### src/inc/gpio_pkg.sv
// Overview of operation
// - led sink enable bit drives strong sink only while pin is an output
// - port b, c, d latches keep contents through reset
// - reset clears all port b, c, d direction bits to input
// - direction 1 drives the latch onto the pin, 0 leaves it floating
// - data read returns latch for outputs, pin level for inputs
// - data writes with byte lane 0 strobed update the latch regardless of direction
// - port b bits 3..0 are open drain, pull low only
// - two wire enable hands port b bits 0,1 to two wire module
// - serial enable hands port b bit 2 transmit, bit 3 receive
// - timer edge level select gives port b bits 4..7 to timers
// - port c bit 0 always feeds second interrupt, pullup unless disabled
// - spi enable hands port c bits 2..5 to spi
// - infrared serial enable hands port c bit 6 transmit, bit 7 receive
// - each key interrupt enable bit makes port d pin an interrupt input
package gpio_pkg;
    localparam int          PORT_WIDTH      = 8;
    // register index on the bus; the byte address is four times the index
    localparam logic [9:0]  IDX_PORT_B_DATA = 10'h001;
    localparam logic [9:0]  IDX_PORT_C_DATA = 10'h002;
    localparam logic [9:0]  IDX_PORT_D_DATA = 10'h003;
    localparam logic [9:0]  IDX_LED_SINK    = 10'h004;
    localparam logic [9:0]  IDX_PORT_B_DIR  = 10'h005;
    localparam logic [9:0]  IDX_PORT_C_DIR  = 10'h006;
    localparam logic [9:0]  IDX_PORT_D_DIR  = 10'h007;
    localparam logic [11:0] OFS_PORT_B_DATA = {IDX_PORT_B_DATA, 2'b00};
    localparam logic [11:0] OFS_PORT_C_DATA = {IDX_PORT_C_DATA, 2'b00};
    localparam logic [11:0] OFS_PORT_D_DATA = {IDX_PORT_D_DATA, 2'b00};
    localparam logic [11:0] OFS_LED_SINK    = {IDX_LED_SINK, 2'b00};
    localparam logic [11:0] OFS_PORT_B_DIR  = {IDX_PORT_B_DIR, 2'b00};
    localparam logic [11:0] OFS_PORT_C_DIR  = {IDX_PORT_C_DIR, 2'b00};
    localparam logic [11:0] OFS_PORT_D_DIR  = {IDX_PORT_D_DIR, 2'b00};
    localparam logic [7:0]  DIR_RESET       = 8'h00;
    localparam logic [7:0]  LED_RESET       = 8'h00;

    typedef struct packed {
        logic [7:0] o;
        logic [7:0] oe;
    } pin_drive_type;

    typedef struct packed {
        logic       two_wire_module_on;
        logic       serial_module_on;
        logic [3:0] timer_chan_on;
        logic       spi_port_on;
        logic       infrared_serial_on;
        logic [7:0] key_interrupt_enable;
        logic       irq_pullup_disable;
    } periph_enable_type;

    typedef struct packed {
        logic [7:0] b_o;
        logic [7:0] b_oe;
        logic [7:0] c_o;
        logic [7:0] c_oe;
    } periph_drive_type;
endpackage
### src/hw/gpio_port_pin.sv
`timescale 1ns/100ps
module gpio_port_pin
    import gpio_pkg::*;
#(
    parameter logic [7:0] OPEN_DRAIN = 8'h00
) (
    // register state
    input  wire logic [7:0] latch,
    input  wire logic [7:0] dir,
    // peripheral override
    input  wire logic [7:0] periph_own,
    input  wire logic [7:0] periph_o,
    input  wire logic [7:0] periph_oe,
    // pin side
    input  wire logic [7:0] pin_i,
    output pin_drive_type   drive,
    output logic      [7:0] read_value
);
    logic [7:0] o_raw;
    logic [7:0] oe_raw;

    always_comb begin
        o_raw  = (periph_own & periph_o) | (~periph_own & latch);
        oe_raw = (periph_own & periph_oe) | (~periph_own & dir);
        // open drain: drive only the low level, release otherwise
        drive.o  = o_raw & ~OPEN_DRAIN;
        drive.oe = oe_raw & ~(OPEN_DRAIN & o_raw);
        read_value = (dir & latch) | (~dir & pin_i);
    end
endmodule

### src/hw/gpio_ports.sv
`timescale 1ns/100ps
module gpio_ports
    import gpio_pkg::*;
(
    // apb
    input  wire logic                pclk,
    input  wire logic                presetn,
    input  wire logic                psel,
    input  wire logic                penable,
    input  wire logic                pwrite,
    input  wire logic [11:0]         paddr,
    input  wire logic [31:0]         pwdata,
    input  wire logic [3:0]          pstrb,
    output logic                     pready,
    output logic      [31:0]         prdata,
    output logic                     pslverr,
    // peripheral control and drive
    input  periph_enable_type        periph_en,
    input  periph_drive_type         periph_drive,
    // port a direction, from the port a logic
    input  wire logic [7:0]          port_a_dir,
    output logic      [7:0]          led_sink_on,
    // pins
    input  wire logic [7:0]          port_b_pin_i,
    input  wire logic [7:0]          port_c_pin_i,
    input  wire logic [7:0]          port_d_pin_i,
    output pin_drive_type            port_b_pin,
    output pin_drive_type            port_c_pin,
    output pin_drive_type            port_d_pin,
    // peripheral inputs
    output logic                     second_ext_interrupt,
    output logic                     irq_pullup_on,
    output logic      [7:0]          key_interrupt_in
);
    // the port logic is written for eight-bit ports only
    if (PORT_WIDTH != 8) begin
        $error("port width must be 8");
    end

    ////////////////////////////////////////////////////////////////////////////////
    // bus handshake state
    typedef enum logic [1:0] {
        BUS_IDLE   = 2'b01,
        BUS_ANSWER = 2'b10
    } bus_state_type;

    // positions in the one-hot register select
    localparam int SEL_B_DATA = 0;
    localparam int SEL_C_DATA = 1;
    localparam int SEL_D_DATA = 2;
    localparam int SEL_LED    = 3;
    localparam int SEL_B_DIR  = 4;
    localparam int SEL_C_DIR  = 5;
    localparam int SEL_D_DIR  = 6;

    ////////////////////////////////////////////////////////////////////////////////
    // port data latches
    logic [7:0]    port_b_latch;
    logic [7:0]    port_c_latch;
    logic [7:0]    port_d_latch;
    logic [7:0]    next_port_b_latch;
    logic [7:0]    next_port_c_latch;
    logic [7:0]    next_port_d_latch;

    // direction and led drive registers
    logic [7:0]    port_b_dir;
    logic [7:0]    port_c_dir;
    logic [7:0]    port_d_dir;
    logic [7:0]    led_sink_enable;
    logic [7:0]    next_port_b_dir;
    logic [7:0]    next_port_c_dir;
    logic [7:0]    next_port_d_dir;
    logic [7:0]    next_led_sink_enable;

    // bus side
    bus_state_type bus_state;
    bus_state_type next_bus_state;
    logic [6:0]    sel;
    logic          answer;
    logic          wr;
    logic [7:0]    read_byte;
    logic [31:0]   next_prdata;
    logic          next_pready;
    logic          next_pslverr;

    // per-port read values and peripheral ownership
    logic [7:0]    b_read;
    logic [7:0]    c_read;
    logic [7:0]    d_read;
    logic [7:0]    b_own;
    logic [7:0]    c_own;

    // next values of the registered outputs
    pin_drive_type next_b_pin;
    pin_drive_type next_c_pin;
    pin_drive_type next_d_pin;
    logic [7:0]    next_led_sink_on;
    logic          next_second_ext_interrupt;
    logic          next_irq_pullup_on;
    logic [7:0]    next_key_interrupt_in;

    ////////////////////////////////////////////////////////////////////////////////
    // byte-lane merge of a write; only lane 0 carries register bits
    function automatic logic [7:0] merge(input logic [7:0] old, input logic [31:0] d, input logic [3:0] s);
        merge = s[0] ? d[7:0] : old;
    endfunction

    // one-hot select of the register at an address, all zero when unmapped
    function automatic logic [6:0] reg_select(input logic [11:0] a);
        reg_select = 7'h00;
        unique case (a)
            OFS_PORT_B_DATA: reg_select = 7'h01;
            OFS_PORT_C_DATA: reg_select = 7'h02;
            OFS_PORT_D_DATA: reg_select = 7'h04;
            OFS_LED_SINK:    reg_select = 7'h08;
            OFS_PORT_B_DIR:  reg_select = 7'h10;
            OFS_PORT_C_DIR:  reg_select = 7'h20;
            OFS_PORT_D_DIR:  reg_select = 7'h40;
            default:         reg_select = 7'h00;
        endcase
    endfunction

    ////////////////////////////////////////////////////////////////////////////////
    // pin ownership: an enabled peripheral takes its pins from the port logic
    always_comb begin
        b_own      = 8'h00;
        b_own[1:0] = {2{periph_en.two_wire_module_on}};
        b_own[3:2] = {2{periph_en.serial_module_on}};
        b_own[7:4] = periph_en.timer_chan_on;
        // port c bits 1:0 and all of port d stay with the port logic
        c_own      = 8'h00;
        c_own[5:2] = {4{periph_en.spi_port_on}};
        c_own[7:6] = {2{periph_en.infrared_serial_on}};
    end

    gpio_port_pin #(.OPEN_DRAIN(8'h0F)) u_port_b (
        .latch      (port_b_latch),
        .dir        (port_b_dir),
        .periph_own (b_own),
        .periph_o   (periph_drive.b_o),
        .periph_oe  (periph_drive.b_oe),
        .pin_i      (port_b_pin_i),
        .drive      (next_b_pin),
        .read_value (b_read)
    );

    gpio_port_pin #(.OPEN_DRAIN(8'h00)) u_port_c (
        .latch      (port_c_latch),
        .dir        (port_c_dir),
        .periph_own (c_own),
        .periph_o   (periph_drive.c_o),
        .periph_oe  (periph_drive.c_oe),
        .pin_i      (port_c_pin_i),
        .drive      (next_c_pin),
        .read_value (c_read)
    );

    gpio_port_pin #(.OPEN_DRAIN(8'h00)) u_port_d (
        .latch      (port_d_latch),
        .dir        (port_d_dir),
        .periph_own (8'h00),
        .periph_o   (8'h00),
        .periph_oe  (8'h00),
        .pin_i      (port_d_pin_i),
        .drive      (next_d_pin),
        .read_value (d_read)
    );

    ////////////////////////////////////////////////////////////////////////////////
    // bus handshake: one wait state, pready answers the cycle after the first access cycle
    always_comb begin
        next_bus_state = BUS_IDLE;
        unique case (bus_state)
            BUS_IDLE: begin
                if (psel && penable) begin
                    next_bus_state = BUS_ANSWER;
                end
            end
            BUS_ANSWER: begin
                next_bus_state = BUS_IDLE;
            end
            default: begin
                next_bus_state = BUS_IDLE;
            end
        endcase
        answer       = (next_bus_state == BUS_ANSWER);
        next_pready  = answer;
        next_pslverr = answer && (sel == 7'h00);
        next_prdata  = 32'h00000000;
        if (answer && !pwrite) begin
            next_prdata = {24'h000000, read_byte};
        end
    end

    always_ff @(posedge pclk or negedge presetn) begin
        if (!presetn) begin
            bus_state <= BUS_IDLE;
            pready    <= 1'b0;
            pslverr   <= 1'b0;
            prdata    <= 32'h00000000;
        end else begin
            bus_state <= next_bus_state;
            pready    <= next_pready;
            pslverr   <= next_pslverr;
            prdata    <= next_prdata;
        end
    end

    ////////////////////////////////////////////////////////////////////////////////
    // register read mux
    always_comb begin
        sel       = reg_select(paddr);
        read_byte = 8'h00;
        if (sel[SEL_B_DATA]) begin
            read_byte = b_read;
        end
        if (sel[SEL_C_DATA]) begin
            read_byte = c_read;
        end
        if (sel[SEL_D_DATA]) begin
            read_byte = d_read;
        end
        if (sel[SEL_LED]) begin
            read_byte = led_sink_enable;
        end
        if (sel[SEL_B_DIR]) begin
            read_byte = port_b_dir;
        end
        if (sel[SEL_C_DIR]) begin
            read_byte = port_c_dir;
        end
        if (sel[SEL_D_DIR]) begin
            read_byte = port_d_dir;
        end
    end

    ////////////////////////////////////////////////////////////////////////////////
    // register writes take effect at the edge that completes the transfer
    always_comb begin
        wr                   = psel && penable && pwrite && (bus_state == BUS_ANSWER);
        next_port_b_latch    = port_b_latch;
        next_port_c_latch    = port_c_latch;
        next_port_d_latch    = port_d_latch;
        next_port_b_dir      = port_b_dir;
        next_port_c_dir      = port_c_dir;
        next_port_d_dir      = port_d_dir;
        next_led_sink_enable = led_sink_enable;
        if (wr && sel[SEL_B_DATA]) begin
            next_port_b_latch = merge(port_b_latch, pwdata, pstrb);
        end
        if (wr && sel[SEL_C_DATA]) begin
            next_port_c_latch = merge(port_c_latch, pwdata, pstrb);
        end
        if (wr && sel[SEL_D_DATA]) begin
            next_port_d_latch = merge(port_d_latch, pwdata, pstrb);
        end
        if (wr && sel[SEL_LED]) begin
            next_led_sink_enable = merge(led_sink_enable, pwdata, pstrb);
        end
        if (wr && sel[SEL_B_DIR]) begin
            next_port_b_dir = merge(port_b_dir, pwdata, pstrb);
        end
        if (wr && sel[SEL_C_DIR]) begin
            next_port_c_dir = merge(port_c_dir, pwdata, pstrb);
        end
        if (wr && sel[SEL_D_DIR]) begin
            next_port_d_dir = merge(port_d_dir, pwdata, pstrb);
        end
    end

    // latches have no reset term
    always_ff @(posedge pclk) begin
        port_b_latch <= next_port_b_latch;
        port_c_latch <= next_port_c_latch;
        port_d_latch <= next_port_d_latch;
    end

    always_ff @(posedge pclk or negedge presetn) begin
        if (!presetn) begin
            port_b_dir      <= DIR_RESET;
            port_c_dir      <= DIR_RESET;
            port_d_dir      <= DIR_RESET;
            led_sink_enable <= LED_RESET;
        end else begin
            port_b_dir      <= next_port_b_dir;
            port_c_dir      <= next_port_c_dir;
            port_d_dir      <= next_port_d_dir;
            led_sink_enable <= next_led_sink_enable;
        end
    end

    ////////////////////////////////////////////////////////////////////////////////
    // registered pin and peripheral outputs
    always_comb begin
        next_led_sink_on          = led_sink_enable & port_a_dir;
        next_second_ext_interrupt = port_c_pin_i[0];
        next_irq_pullup_on        = !periph_en.irq_pullup_disable;
        next_key_interrupt_in     = periph_en.key_interrupt_enable & port_d_pin_i;
    end

    always_ff @(posedge pclk or negedge presetn) begin
        if (!presetn) begin
            port_b_pin           <= '0;
            port_c_pin           <= '0;
            port_d_pin           <= '0;
            led_sink_on          <= 8'h00;
            second_ext_interrupt <= 1'b1;
            irq_pullup_on        <= 1'b1;
            key_interrupt_in     <= 8'h00;
        end else begin
            port_b_pin           <= next_b_pin;
            port_c_pin           <= next_c_pin;
            port_d_pin           <= next_d_pin;
            led_sink_on          <= next_led_sink_on;
            second_ext_interrupt <= next_second_ext_interrupt;
            irq_pullup_on        <= next_irq_pullup_on;
            key_interrupt_in     <= next_key_interrupt_in;
        end
    end
endmodule

### config.mk
export PLATFORM = sky130hd
export DESIGN_NAME = gpio_ports
export DESIGN_NICKNAME = d
export VERILOG_FILES = /design/src/inc/gpio_pkg.sv /design/src/hw/gpio_port_pin.sv /design/src/hw/gpio_ports.sv
export SDC_FILE = /design/constraint.sdc
export NUM_CORES = 1
export LEC_CHECK = 0
export ABC_CLOCK_PERIOD_IN_PS = 2900
export BUFFER_PORTS_ARGS = -buffer_cell sky130_fd_sc_hd__buf_2
export CAP_MARGIN = 40
export CORE_UTILIZATION = 51
export CTS_CLUSTER_SIZE = 30
export DETAILED_ROUTE_END_ITERATION = 12
export PLACE_DENSITY = 0.87
export SETUP_SLACK_MARGIN = 0.15
export SLEW_MARGIN = 20
export SYNTH_ARGS = -nofsm -noshare
export SYNTH_HDL_FRONTEND = slang
export SYNTH_SLANG_ARGS = --single-unit
### constraint.sdc
create_clock -name pclk -period 2.9 [get_ports pclk]
set_input_delay 0.145 -clock pclk [delete_from_list [all_inputs] [get_ports pclk]]
set_output_delay 0.145 -clock pclk [all_outputs]
set_load 0.03 [all_outputs]
==> flow_summary.yaml, run 1 <==
drt:
  drtAntennaViolNets: 0
  routed_wirelength_mm: 15.7
  drt_iter0_markers: 479
  wl_per_cell_um: 19.5
  drc: 0
  num_vias: 4404
  avgViaCountPerCell: 5.48
  firstDrtPassIters: 5
timing:
  hold_violations: 0
  rsz0062_at_grt: "no"
  setup_ws_ns: 0.971
  fin_crit_sh: 0.665
  period_needed_ns: 1.93
  tightest_slew_ns: 0.664
  relSlewSlack: 0.558
  maxSlewViolCount: 0
  setup_viol: 0
  clock.fmax_mhz: 518
  fin_setup_tns_ns: 0
  clock_skew_ns: 0.00996
critical_path:
  cp.required_ns: 3.30
  path_class: "register to register"
  startpoint_type: "register"
  cp-end-kind: "register"
  cpPeakStageDelay_ns: 0.61
  crit_arrival_ns: 2.33
  cpMaxStageDelayCell: "or3b_1"
  crit_chain: "nand4_1 > nor3b_1 > buf_4 > or3b_1 > mux2_4"
  path_max_fanout: 8
yosys:
  syn_area_per_cell_um2: 13.6
  ys_ff_latch: 129
  netlist_instances: 396
  synth.largest_area_cell: "dfrtp_1"
  synth_cell_type_count: 42
  yosysMostFrequentCell: "dfrtp_1"
  synth_fa_ha_area_frac: 0
  synth-async-reset-ratio: 0.814
  synth-edff-count: 24
  syn_area_mm2: 0.00539
  synth_compound_area_frac: 0.0699
  synthXorXnorAreaFrac: 0
  synthMuxAreaShare: 0.164
  synth_top_area_frac: 0.474
  synth_warnings: 0
  synth_common_cells: "dfrtp_1, mux2_2, buf_4"
  synth-simple-area-share: 0.0894
  seq_area_frac_synth: 0.622
  synth_ff_type: "dfrtp_1"
  synth_area_leaders: "dfrtp_1, mux2_2, edfxtp_1, buf_4, mux2_4"
  synth_top_family_by_area: "multiplexers"
grt:
  grt_pass1_wl_mm: 24.8
  track_usage: 0.302
  grt_pass1_vias: 4618
  grt_overflow: 0
  grt_max_degree: 62
  antenna_found_initial: 0
status:
  status: "finished, final reports clean"
floorplan:
  ios: 234
  start_util: 0.524
  die-area_mm2: 0.0110
  row_count: 37
  die_h_um: 105
  core_region_area_mm2: 0.0103
  die_w_um: 105
cts:
  clk_path_buf_depth: 2
  cts_tree: "built"
  cts_max_level: 4
  root_buffer: "clkbuf_8"
  post_cts_resized: 0
  clk_pin_slew_ns: 0.06
  clk_latency_ns: 0.53
  cts_buffers: 17
  clock_sinks: 129
placed_design:
  globalplace.congestion: 0.799
  dpl.hpwl_mm: 9.30
  dp_slack_ns: 0.733
  port_buffers: 174
power_and_ir_drop:
  power_density_mw_per_mm2: 569
  leakagePower_nw: 3.73
  ir_drop_mv: 0.360
min_path:
  hp-class: "input pin to register"
final_layout:
  fill_cells: 634
  nNetsFinal: 789
  area_delta_synth_final_pct: 41.6
  diodes: 0
  drive_above_1_share: 0.433
run:
  cap_violations: 0
[what timing repair did]
action                     CTS  global route
buffers inserted             0             0
setup endpoints to repair    0             0
hold buffers                76             0
hold endpoints to repair   144             0
[stage by stage]
step                      hold slack, ns  instances   util  cell area, um2  total power [W]
after detailed placement           0.195        696  0.613            6300          0.00225
after global placement             0.179        696  0.613            6300          0.00224
final                             0.0336        804  0.742            7620          0.00434
after global routing              0.0280        804  0.742            7620          0.00447
after floorplan                   -0.151        423      -            5490          0.00212
after CTS                         0.0289        804  0.742            7620          0.00433
[registers in the layout, indices dropped and copies added (netlist names)]
register,count
port_c_dir,8
port_b_latch,8
port_c_pin,16
port_d_latch,8
port_b_pin,12
port_c_latch,8
pslverr,1
port_d_dir,8
prdata,8
led_sink_enable,8
second_ext_interrupt,1
key_interrupt_in,8
irq_pullup_on,1
led_sink_on,8
bus_state,2
port_d_pin,16
port_b_dir,8
[metal layers]
layer / track usage / up-vias / wire (um)
met5: 0 / - / 0
met4: 0.156 / 0 / 560
met3: 0.0636 / 59 / 1220
met2: 0.515 / 309 / 8050
met1: 0.361 / 2139 / 5870
li1: - / 1897 / -
[final timing paths]
kind,startpoint,endpoint,slack (ns),depth (start not counted)
worst min register to register,port_d_latch[0],port_d_pin[8],0.37,0
worst max-delay path,bus_state[1],port_c_dir[3],0.97,5
worst max register to register,bus_state[1],port_c_dir[3],0.97,5
min in group asynchronous,presetn,port_c_pin[0],0.18,2
max in group asynchronous,presetn,irq_pullup_on,1.94,3
worst min-delay path,periph_en[10],port_c_pin[5],0.03,2
[cell type report]
type                            instances  area (um2)  area share
Clock inverter                         15         148      0.0194
Sequential cell                       129        3350       0.440
Inverter                                7        26.3     0.00345
Timing Repair Buffer                  253        1670       0.219
Clock buffer                           17         414      0.0543
Tap cell                              136         170      0.0223
Multi-Input combinational cell        247        1850       0.242
[layout by cell type, fill, tap and decap left out, types with 10 or more instances in the layout]
master	Yosys	layout
a21oi_1	21	21
and2_1	18	18
buf_2	1	173
clkbuf_16	0	16
conb_1	1	28
dfrtp_1	102	102
dlygate4sd3_1	0	76
edfxtp_1	24	24
mux2_2	65	65
nand2_1	11	11
nor2_1	10	10
o21ai_0	21	21
[kinds of logic after synthesis]
group	Yosys count
mux	76
simple gates	80
flops	129
other cells	1
compound gates	63
buf+inv	47
[power by group]
part           internal (W)  total, W  leakage [nW]  switching [W]
Clock               0.00116   0.00203         0.264       0.000865
Sequential          0.00187   0.00188          1.60     0.00000772
Combinational      0.000181  0.000433          1.87       0.000252
Total               0.00322   0.00434          3.73        0.00112
[worst max-delay path: cells and delay by family (launching register included)]
family,cells,cell delay (ns)
DFF,1,0.36
and+or+nand+nor,3,0.88
muxes,1,0.39
buffers and inverters,1,0.18
No activity file was read; power rests on OpenSTA's default activity.
==> run 2: changes to the inputs <==
--- a/config.mk
+++ b/config.mk
@@ -5,13 +5,14 @@
 export SDC_FILE = /design/constraint.sdc
 export NUM_CORES = 1
 export LEC_CHECK = 0
-export ABC_CLOCK_PERIOD_IN_PS = 2900
+export ABC_AREA = 1
+export ABC_CLOCK_PERIOD_IN_PS = 1970
 export BUFFER_PORTS_ARGS = -buffer_cell sky130_fd_sc_hd__buf_2
 export CAP_MARGIN = 40
-export CORE_UTILIZATION = 51
+export CORE_UTILIZATION = 48
 export CTS_CLUSTER_SIZE = 30
 export DETAILED_ROUTE_END_ITERATION = 12
-export PLACE_DENSITY = 0.87
+export PLACE_DENSITY = 0.82
 export SETUP_SLACK_MARGIN = 0.15
 export SLEW_MARGIN = 20
 export SYNTH_ARGS = -nofsm -noshare
==> constraint.sdc (replaced) <==
create_clock -name pclk -period 1.97 [get_ports pclk]
set_input_delay 0.0985 -clock pclk [delete_from_list [all_inputs] [get_ports pclk]]
set_output_delay 0.0985 -clock pclk [all_outputs]
set_load 0.03 [all_outputs]
==> run 2 against run 1 <==
Sequential cell count unchanged. Critical path type is now input pin to register. Largest cell class unchanged. Clock skew down 0.0036 ns. Clock power is 57% higher.
==> flow_summary.yaml, run 2 <==
final_layout:
  fill_cells: 740
  diodes: 0
  utilization: 0.725
  top_regs: "port_c_pin: 16 flops, port_d_pin: 16 flops, port_b_pin: 12 flops"
  final_cell_mix: "buf_2, nand2_1, dfrtp_1, dlygate4sd3_1, inv_1"
  area_delta_synth_final_pct: 45.0
  final_common_cell: "buf_2"
  fin_area_mm2: 0.00800
  nNetsFinal: 974
  drive_above_1_share: 0.305
placed_design:
  globalplace.congestion: 0.878
  dpl.hpwl_mm: 10.2
  port_buffers: 174
  dpl_cell_area_mm2: 0.00651
cts:
  clk_pin_slew_ns: 0.05
  cts_tree: "built"
  cts_max_level: 4
  post-cts-setup-buffers: 0
  clk_latency_ns: 0.42
  cts_buffers: 17
  clk_path_buf_depth: 2
  root_buffer: "clkbuf_16"
  clock_sinks: 129
timing:
  clock.fmax_mhz: 563
  rsz0062_at_grt: "no"
  fin_crit_sh: 0.901
  tightest_slew_ns: 0.523
  relSlewSlack: 0.652
  fin_setup_tns_ns: 0
  hold_violations: 0
  period_needed_ns: 1.78
  clock_skew_ns: 0.00633
  setup_viol: 0
  maxSlewViolCount: 0
grt:
  grt_max_degree: 45
  track_usage: 0.282
  grt_pass1_vias: 5046
  grt_overflow: 0
  grt_pass1_wl_mm: 24.5
  antenna_found_initial: 0
drt:
  num_vias: 4971
  firstDrtPassIters: 6
  wl_per_cell_um: 16.1
  highest_layer: "met4"
  wl_met3_mm: 1.10
  drt_iter0_markers: 312
  routed_wirelength_mm: 16.0
  wl_met2_mm: 8.03
  drc: 0
  avgViaCountPerCell: 5.01
  wl_met1_mm: 6.18
  drtAntennaViolNets: 0
power_and_ir_drop:
  leakagePower_nw: 4.11
  p_total_w: 0.00657
  ir_drop_mv: 0.481
  power_density_mw_per_mm2: 822
critical_path:
  crit_chain: "dlygate4sd3_1 > buf_2 > nand2_1 > dlygate4sd3_1 > o21ai_0 > dlygate4sd3_1"
  timing.rr.end: "port_d_latch[2]"
  r2r_start: "bus_state[1]"
  cp_common_cell: "dlygate4sd3_1"
  startpoint_type: "input pin"
  path_class: "input pin to register"
  cpMaxStageDelayCell: "dlygate4sd3_1"
  cp-end-kind: "register"
  crit_arrival_ns: 2.07
  path_buf_inv: 4
  cpPeakStageDelay_ns: 0.59
  cp.required_ns: 2.27
  ff2ff_path_depth: 5
  path_max_fanout: 1
  critPathTopFamily: "buffers and inverters"
  reg2reg_setup_slack_ns: 0.30
yosys:
  synth-simple-area-share: 0.176
  synth_top_area_frac: 0.463
  synth_top_family_by_area: "simple AND/OR/NAND/NOR gates"
  synth_ff_type: "dfrtp_1"
  synth_cell_type_count: 38
  syn_area_per_cell_um2: 9.91
  synth_area_leaders: "dfrtp_1, edfxtp_1, nand2_1, o21ai_0, inv_1"
  syn_area_mm2: 0.00552
  netlist_instances: 557
  synth_common_cells: "nand2_1, dfrtp_1, inv_1"
  synth.largest_area_cell: "dfrtp_1"
  synth_compound_area_frac: 0.0961
  synth-async-reset-ratio: 0.814
  synth_fa_ha_area_frac: 0
  synth_warnings: 0
  seq_area_frac_synth: 0.607
  synthXorXnorAreaFrac: 0
  synth-edff-count: 24
  yosysMostFrequentCell: "nand2_1"
  ys_ff_latch: 129
  synthMuxAreaShare: 0.0168
min_path:
  hold_depth: 2
  hp-class: "input pin to register"
  hold_end: "port_c_pin[6]"
  worstHoldStart: "periph_en[9]"
run:
  cap_violations: 0
floorplan:
  ios: 234
  die-area_mm2: 0.0119
  row_count: 38
  die_w_um: 109
  core_region_area_mm2: 0.0110
  die_h_um: 109
  start_util: 0.500
status:
  status: "finished, final reports clean"
run 2: cell count changes in the layout (fill, tap and decap cells not counted), moves of 18 or more:
| cell | change |
|---|---|
| nand2_1 | +131 |
| o21ai_0 | +37 |
| inv_1 | +65 |
| o21ai_1 | +21 |
| mux2_2 | -63 |
| and2_1 | -18 |
| nand3_1 | +22 |
run 2: worst max-delay path by stage:
stage / from / endpoint / slack, ns / cells past startpoint
after floorplan: bus_state[1] / port_c_latch[0] / 0.09 / 4
after global placement: bus_state[1] / port_d_latch[3] / 0.31 / 5
after detailed placement: bus_state[1] / port_d_latch[2] / 0.27 / 5
after CTS: bus_state[1] / port_c_latch[1] / 0.26 / 5
after global routing: periph_drive[14] / port_c_pin[14] / 0.15 / 6
final: periph_drive[14] / port_c_pin[14] / 0.19 / 6
run 2: cell type report:
type                       count  area (um2)  area share
multi-input combinational    339        1710       0.214
inverter                      78         295      0.0369
clock buffer                  19         443      0.0554
sequential                   129        3350       0.419
clock inverter                13         161      0.0202
tap                          140         175      0.0219
timing repair buffer         275        1860       0.233
run 2: cell families (layout without fill, tap and decap cells):
logic type | Yosys count | in the layout
flops | 129 | 129
simple gates | 206 | 206
buf+inv | 116 | 385
other cells | 1 | 28
compound gates | 96 | 96
mux | 9 | 9
run 2: routing by layer:
layer / track usage / vias up
met5: 0 / -
met4: 0.163 / 0
met3: 0.0604 / 60
met2: 0.498 / 276
met1: 0.311 / 2326
li1: - / 2309
run 2: worst register-to-register path: cells and delay by family (launching register included):
kind	cells	cell delay (ns)
buf+inv	2	0.35
flops	1	0.39
simple gates	3	0.64
run 2: where the power goes:
group          internal (W)  switching [W]
logic              0.000255       0.000363
clock network       0.00202        0.00116
registers           0.00276      0.0000128
run 2: per-stage QoR:
step                      hold WS [ns]  worst slack [ns]  instances
final                           0.0151             0.195        993
after global routing            0.0822             0.151        993
after CTS                       0.0375             0.262        994
after detailed placement         0.109             0.272        873
after global placement          0.0939             0.310        873
after floorplan                 -0.197            0.0948        584
run 2: what timing repair did:
item                       4_1_cts  5_1_grt
setup endpoints to repair        0       11
resized for setup                0        1
hold endpoints to repair       102        0
hold buffers                    89        0
